### config.mk
export PLATFORM = sky130hd
export DESIGN_NAME = rcl_reset_control
export DESIGN_NICKNAME = d
export VERILOG_FILES = /design/src/rtl/rcl_pkg.sv /design/src/rtl/rcl_reset_control.sv
export SDC_FILE = /design/constraint.sdc
export NUM_CORES = 1
export LEC_CHECK = 0
export ABC_CLOCK_PERIOD_IN_PS = 3200
export BUFFER_PORTS_ARGS = -buffer_cell sky130_fd_sc_hd__clkbuf_2
export CORE_MARGIN = 2
export CORE_UTILIZATION = 50
export DETAILED_ROUTE_END_ITERATION = 7
export PLACE_DENSITY = 0.84
export SYNTH_ARGS = -nofsm -noshare
export SYNTH_HDL_FRONTEND = slang
export SYNTH_SLANG_ARGS = --single-unit
### constraint.sdc
create_clock -name clock -period 3.2 [get_ports clock]
set_input_delay 0.96 -clock clock [delete_from_list [all_inputs] [get_ports clock]]
set_output_delay 0.96 -clock clock [all_outputs]
set_load 0.01 [all_outputs]
### src/rtl/rcl_pkg.sv
package rcl_pkg;
    // vector table geometry
    localparam int          VEC_COUNT      = 256;
    localparam int          VEC_TABLE_SIZE = 1024;
    localparam int          VEC_BYTES      = VEC_TABLE_SIZE / VEC_COUNT;
    localparam logic [7:0]  RESET_VEC_NUM  = 8'h00;
    // first bus cycle after the pin drive is released, in clock cycles
    localparam int          FIRST_BUS_CYC  = 10;
    localparam logic [3:0]  FIRST_BUS_LAST = 4'(FIRST_BUS_CYC - 1);
    // reset values
    localparam logic [31:0] VEC_ADDR_RST   = 32'h0000_0000;

    typedef enum logic [1:0] {
        RCL_RUN,
        RCL_WAIT_BUS,
        RCL_RESET,
        RCL_RELEASE
    } rcl_state_e;
endpackage

### src/rtl/rcl_reset_control.sv
// Notes on behaviour
// - external reset counts only after a low passes a two-stage synchroniser.
// - with no clock running, an external reset waits until clocking starts.
// - a synchronous reset is taken at the end of the current bus cycle.
// - reset outranks everything; work under way is aborted for good.
// - four outputs: pin drive, clock module, global internal, instruction.
// - all resets are clocked; asynchronous causes assert at the next edge.
// - synchronous resets wait for bus cycle end; bus monitor forced on.
// - power-up, watchdog, double-fault halt assert global, clock, pin lines.
// - pin and lost reference assert all three; test mode skips clock line.
// - reset instruction asserts only pin drive and the instruction flag.
// - byte and aligned word writes in flight finish before sync reset.
// - mode inputs captured and lines released before the processor starts.
// - handler address is vector base plus vector number times four.
// - processor start comes ten cycles after pin drive is released.
`timescale 1ns/1ps
module rcl_reset_control
    import rcl_pkg::*;
#(
    parameter int MODE_W = 16
) (
    // clock and reset
    input  wire logic              clock,
    input  wire logic              rstn,
    // reset causes
    input  wire logic              reset_pin_n,
    input  wire logic              power_up_detect,
    input  wire logic              watchdog_timeout,
    input  wire logic              double_fault_halt,
    input  wire logic              loss_of_reference,
    input  wire logic              test_mode_req,
    input  wire logic              reset_instr,
    // bus cycle status
    input  wire logic              bus_cycle_active,
    input  wire logic              bus_cycle_done,
    // configuration inputs
    input  wire logic [MODE_W-1:0] mode_select,
    input  wire logic [31:0]       vector_base_pointer,
    // reset lines
    output logic                   pin_drive_reset,
    output logic                   clock_module_reset,
    output logic                   global_internal_reset,
    output logic                   instruction_reset_flag,
    // bus and processor hand-off
    output logic                   bus_monitor_force,
    output logic                   processing_abort,
    output logic                   cpu_start,
    output logic [MODE_W-1:0]      mode_config,
    output logic [31:0]            reset_vector_addr
);

    function automatic logic [31:0] vec_addr(input logic [31:0] base,
                                             input logic [7:0]  num);
        vec_addr = base + 32'(num) * 32'(VEC_BYTES);
    endfunction

    // synchroniser: stage one is read by stage two only
    logic ext_s1_q, ext_s1_d;
    logic ext_low_q, ext_low_d;

    always_comb begin
        ext_s1_d  = ~reset_pin_n;
        ext_low_d = ext_s1_q;
    end

    always_ff @(posedge clock or negedge rstn) begin
        if (!rstn) begin
            ext_s1_q  <= 1'b0;
            ext_low_q <= 1'b0;
        end else begin
            ext_s1_q  <= ext_s1_d;
            ext_low_q <= ext_low_d;
        end
    end

    // cause classes
    logic async_any, sync_any, clk_cause, src_any;
    always_comb begin
        async_any = power_up_detect | watchdog_timeout
                  | double_fault_halt;
        sync_any  = ext_low_q | loss_of_reference
                  | test_mode_req;
        clk_cause = async_any | ext_low_q
                  | loss_of_reference;
        src_any   = async_any | sync_any;
    end

    rcl_state_e        st_q, st_d;
    logic [3:0]        cnt_q, cnt_d;
    logic              pin_q, pin_d;
    logic              clk_q, clk_d;
    logic              glb_q, glb_d;
    logic              ins_q, ins_d;
    logic              mon_q, mon_d;
    logic              abt_q, abt_d;
    logic              go_q, go_d;
    logic [MODE_W-1:0] cfg_q, cfg_d;
    logic [31:0]       vad_q, vad_d;

    always_comb begin
        st_d  = st_q;
        cnt_d = cnt_q;
        cfg_d = cfg_q;
        vad_d = vad_q;
        mon_d = 1'b0;
        abt_d = 1'b0;
        go_d  = 1'b0;
        glb_d = 1'b0;
        clk_d = 1'b0;
        pin_d = 1'b0;
        case (st_q)
            RCL_RUN: begin
                if (async_any) begin
                    st_d = RCL_RESET;
                end else if (sync_any && bus_cycle_active
                             && !bus_cycle_done) begin
                    // let the write finish; monitor ends a hung cycle
                    st_d  = RCL_WAIT_BUS;
                    mon_d = 1'b1;
                end else if (sync_any) begin
                    st_d = RCL_RESET;
                end
            end
            RCL_WAIT_BUS: begin
                mon_d = 1'b1;
                if (async_any || bus_cycle_done) begin
                    st_d  = RCL_RESET;
                    mon_d = 1'b0;
                end
            end
            RCL_RESET: begin
                if (!src_any) begin
                    st_d  = RCL_RELEASE;
                    cnt_d = 4'h0;
                    cfg_d = mode_select;
                end
            end
            RCL_RELEASE: begin
                if (async_any || sync_any) begin
                    st_d = RCL_RESET;
                end else if (cnt_q == FIRST_BUS_LAST) begin
                    st_d  = RCL_RUN;
                    go_d  = 1'b1;
                    vad_d = vec_addr(vector_base_pointer,
                                     RESET_VEC_NUM);
                end else begin
                    cnt_d = cnt_q + 4'h1;
                end
            end
            default: st_d = RCL_RUN;
        endcase
        if (st_d == RCL_RESET) begin
            glb_d = 1'b1;
            clk_d = clk_cause;
            pin_d = 1'b1;
            abt_d = (st_q != RCL_RESET);
        end
        // instruction reset bypasses the sequencer entirely
        ins_d = reset_instr;
        pin_d = pin_d | reset_instr;
    end

    always_ff @(posedge clock or negedge rstn) begin
        if (!rstn) begin
            st_q  <= RCL_RUN;
            cnt_q <= 4'h0;
            pin_q <= 1'b0;
            clk_q <= 1'b0;
            glb_q <= 1'b0;
            ins_q <= 1'b0;
            mon_q <= 1'b0;
            abt_q <= 1'b0;
            go_q  <= 1'b0;
            cfg_q <= '0;
            vad_q <= VEC_ADDR_RST;
        end else begin
            st_q  <= st_d;
            cnt_q <= cnt_d;
            pin_q <= pin_d;
            clk_q <= clk_d;
            glb_q <= glb_d;
            ins_q <= ins_d;
            mon_q <= mon_d;
            abt_q <= abt_d;
            go_q  <= go_d;
            cfg_q <= cfg_d;
            vad_q <= vad_d;
        end
    end

    assign pin_drive_reset        = pin_q;
    assign clock_module_reset     = clk_q;
    assign global_internal_reset  = glb_q;
    assign instruction_reset_flag = ins_q;
    assign bus_monitor_force      = mon_q;
    assign processing_abort       = abt_q;
    assign cpu_start              = go_q;
    assign mode_config            = cfg_q;
    assign reset_vector_addr      = vad_q;

    // release watch for the checks: counts quiet cycles in release,
    // kept apart from cnt_q so a miscount there cannot hide itself
    logic [3:0] qn_q, qn_d;

    always_comb begin
        qn_d = 4'h0;
        if (st_q == RCL_RELEASE && !src_any) begin
            qn_d = qn_q + 4'h1;
        end
    end

    always_ff @(posedge clock or negedge rstn) begin
        if (!rstn) begin
            qn_q <= 4'h0;
        end else begin
            qn_q <= qn_d;
        end
    end
endmodule

======== Word level (Yosys, flattened, before mapping) ========
Index checks and enable logic that the tools add are counted.
storage, ports and cells
  flip-flop bits (word level) ............. 63
operators by class
  $add $sub $neg .......................... 1
  equal/unequal tests ..................... 9
  mux-type cells .......................... 22
  bitwise logic cells ..................... 11
  reduce and logical (&&, ||, !) cells .... 10
operators by type and width
  cell                 number
  $mux 2               7
  $mux 4               3
  $mux 1               9
  $ne 2x2->1 const B   4
  $or 1x1->1           8
  $pmux 2 s4           1
  $pmux 4 s2           1
  $eq 2x2->1 const B   3
  $add 4x1->4 const B  1
  $eq 4x4->1 const B   1
  $reduce_and 4->1     1
  $not 1->1            3
  $reduce_and 3->1     1
  $eq 2x1->1 const B   1
  $logic_and 1x1->1    2
  $logic_not 2->1      1
  $logic_or 1x1->1     2
  $pmux 1 s2           1
  $reduce_and 2->1     1
  $reduce_bool 2->1    1
  $logic_not 1->1      1

======== Depth between registers and ports, before layout ========
  word-level depth ........................ 10
  mapped depth ............................ 7
  gate-level depth less buffers ........... 6

======== Worst setup path before layout ========
Ideal clock, no wire load.
  path type ............................... input -> register
  from .................................... input watchdog_timeout
  to ...................................... register cfg_q[10] (netlist: mode_config[10])
  setup time .............................. 0.125 ns
  arrival ................................. 2.077 ns
  data required time ...................... 3.075 ns
  slack ................................... 0.998 ns
  stages .................................. 5
  path buffers ............................ 1
  cells stage by stage .................... nor3_4 > nand3_2 > nor2_4 > buf_6 > mux2_2
between the ends
  word-level cells in the longest chain between the ends .. 5
RTL lines
  element                            RTL line                  source
  start: declaration                 rcl_reset_control.sv:28   input wire logic watchdog_timeout,
  $or 1x1->1                         rcl_reset_control.sv:79   async_any = power_up_detect | watchdog_timeout
  $or 1x1->1                         rcl_reset_control.sv:80   | double_fault_halt;
  $or 1x1->1                         rcl_reset_control.sv:85   src_any = async_any | sync_any;
  $not 1->1 (no source line)         n/a
  $reduce_and 2->1 (no source line)  n/a
  end signal: assignment             rcl_reset_control.sv:186  cfg_q <= cfg_d;
  end: declaration                   rcl_reset_control.sv:97   logic [MODE_W-1:0] cfg_q, cfg_d;
No other way between the ends.
A chain may end at the register's enable or synchronous reset.

======== Worst setup path after layout ========
  from .................................... input watchdog_timeout
  to ...................................... register cfg_q[8] (netlist: mode_config[8])
Same word-level chain as after synthesis.

==> impl_metrics.yaml <==
run_status:
  status: "completed"
placement:
  dpl.hpwl_um: 3740
  place_area_um2: 3160
  place.gp.congestion: 0.772
  io_buffer_count: 113
  dp_worst_setup_slack_ns: 0.658
  dpl.cell_count: 342
worst_setup_path:
  crit_required_ns: 3.41
  r2r_slack_ns: 1.30
  arrival_ns: 2.40
  worstRegToRegCells: 4
  worstSetupEndpointType: "flip-flop"
  reg2reg_to: "reset_vector_addr[22]"
  cp_max_fo: 16
  r2r-start: "st_q[0]"
  worstSetupPathType: "in2reg"
  startpoint: "watchdog_timeout"
  start_kind: "input port"
route:
  drtIter0Drc: 61
  vias: 1744
  vias_per_cell: 4.89
  first_pass_iters: 4
  ant_nets: 0
  wire_per_inst_um: 14.0
  wirelength_um: 4990
  route.detailed.drc: 0
final_layout:
  area_growth_pct: 32.7
  final_cell_mix: "clkbuf_2 (113), dfrtp_1 (63), mux2_2 (40)"
  final_common_cell: "clkbuf_2"
  antennaDiodeCount: 0
  final_area_um2: 3370
  nets: 347
  finalNonFillerCells: 357
  final_layout_size_suffix_gt1_share_pct: 63.8
sta:
  fmaxAchievable_mhz: 458
  hold_viol_final: 0
  finalCritPeriodShare_pct: 68.3
  period_minus_slack_ns: 2.19
  setup_viol: 0
  drv_slew: 0
  finClkSkew_ns: 0.00748
  tightest_slew_ns: 0.689
  tns_ns: 0
  rsz0062_at_grt: "no"
  maxSlewHeadroom_pct: 54.1
  worst_slack_ns: 1.01
grt:
  grt_pass1_wl_um: 7730
  antenna_found_initial: 0
  grt_start_max_net_pins: 38
  grt_usage_pct: 18.6
  grt_pass1_vias: 1737
  grt-ovfl-total: 0
clocking:
  cts_tree: "yes"
  h-tree-depth: 3
  cts_setup_buffers: 0
  clkSlewWorstSetupHoldPaths_ns: 0.07
  post_cts_resized: 0
  worstSkewPairLatency_ns: 0.33
  clock_sinks: 63
  ctsRootBufferMaster: "clkbuf_8"
  numCtsBuffers: 9
  clockBufferDepth: 2
  cts_hold_buf: 0
min_path:
  min_to: "ext_low_q"
  min-delay-path-class: "reg2reg"
  holdPathStages: 0
  worstHoldStart: "ext_low_d"
yosys:
  yosys-top-cells-area: "dfrtp_1 (62%), mux2_2 (18%), mux2_4 (5.3%)"
  synth_cell_types: 32
  synth_nets: 227
  synth_top_area_share_pct: 62.1
  async_reset_ff_share_pct: 100
  netlist_area_um2: 2540
  ys_ff_latch: 63
  yosysSeqAreaShare_pct: 62.1
  synth_top_cell_by_area: "dfrtp_1"
  synth-edff-count: 0
  synth.avg_cell_area_um2: 15.3
  yosys_warnings: 0
  synthCells: 166
  ys.flop_type: "dfrtp_1"
flow_run:
  maxCapViolations: 0
power_and_ir_drop:
  p_leak_nw: 1.86
  intPower_mw: 1.38
  p_comb_share_pct: 9.4
  p_sw_share_pct: 21.7
  clkPwrFrac_pct: 41.6
  seq_power_share_pct: 49.0
  pwr_density_cell_nw_per_um2: 524
  p_sw_mw: 0.384
  peakVddDrop_mv: 0.366
floorplan:
  die_w_um: 75.3
  rows: 25
  dieArea_um2: 5660
  core_area_um2: 4820
  die-height_um: 75.3
  start_util_pct: 52.7
  ios: 114
logic make-up (layout without fill, tap and decap cells):
group                      Yosys count  count (layout)  share of synthesized area (%)
AOI/OAI and AO/OA                   16              16                           3.89
adders and majority gates            2               2                          0.986
buffers and inverters                9             133                           2.56
DFF                                 63              63                           62.1
muxes                               49              49                           23.1
and+or+nand+nor                     27              27                           7.39
worst max-delay path by stage:
stage	slack, ns	end	cells past startpoint
after global placement	0.72	mode_config[6]	5
after detailed placement	0.66	mode_config[8]	5
after CTS	1.01	mode_config[4]	5
after global routing	0.89	mode_config[4]	5
final	1.01	mode_config[8]	5
after floorplan	1.0	mode_config[10]	5
synthesized netlist by cell type, drive strengths merged (4+ instances only):
| cell | instances |
|---|---|
| nand3 | 5 |
| nor3 | 4 |
| mux2 | 49 |
| nor2 | 6 |
| nand2 | 4 |
| buf | 5 |
| o21ai | 7 |
| inv | 4 |
| dfrtp | 63 |
power by group through the flow:
stage / clock [mW] / sequential, mW / combinational (mW)
floorplan: 0 / 0.899 / 0.0460
global placement: 0 / 0.880 / 0.164
detailed placement: 0 / 0.882 / 0.169
CTS: 0.750 / 0.867 / 0.169
global route: 0.785 / 0.873 / 0.185
finish: 0.735 / 0.866 / 0.165
layer usage:
metal	track usage [%]	part of all wire, %
met5	0	0
met4	7.60	1.6
met3	6.56	9.3
met2	31.5	50
met1	21.7	39
state kept, by name (all words and copies together) (netlist names):
register / cells
instruction_reset_flag: 1
mode_config: 16
cpu_start: 1
bus_monitor_force: 1
ext_low_q: 1
reset_vector_addr: 32
global_internal_reset: 1
ext_low_d: 1
pin_drive_reset: 1
processing_abort: 1
st_q: 2
cnt_q: 4
clock_module_reset: 1
layout make-up:
| type | count | area, um2 |
|---|---|---|
| well taps | 67 | 83.8 |
| inverters | 4 | 15.0 |
| multi-input cells | 94 | 897 |
| repair buffers | 114 | 586 |
| clock buffers | 11 | 141 |
| clock inverters | 4 | 70.1 |
| flip-flops and latches | 63 | 1580 |
| fillers | 348 | 1450 |
worst max-delay path: stages:
cell      delay [ns]
clkbuf_2        0.10
nor3_4          0.31
nand3_2         0.23
nor2_4          0.40
mux2_2          0.39
per-stage QoR:
| step | power [mW] | hold slack (ns) | utilization [%] |
|---|---|---|---|
| CTS | 1.79 | 0.373 | 69.9 |
| finish | 1.77 | 0.367 | 69.9 |
| global placement | 1.04 | 0.333 | 65.6 |
| detailed placement | 1.05 | 0.359 | 65.6 |
| floorplan | 0.945 | 0.331 | - |
| global route | 1.84 | 0.373 | 69.9 |
Power figures use the tool's default switching activity.
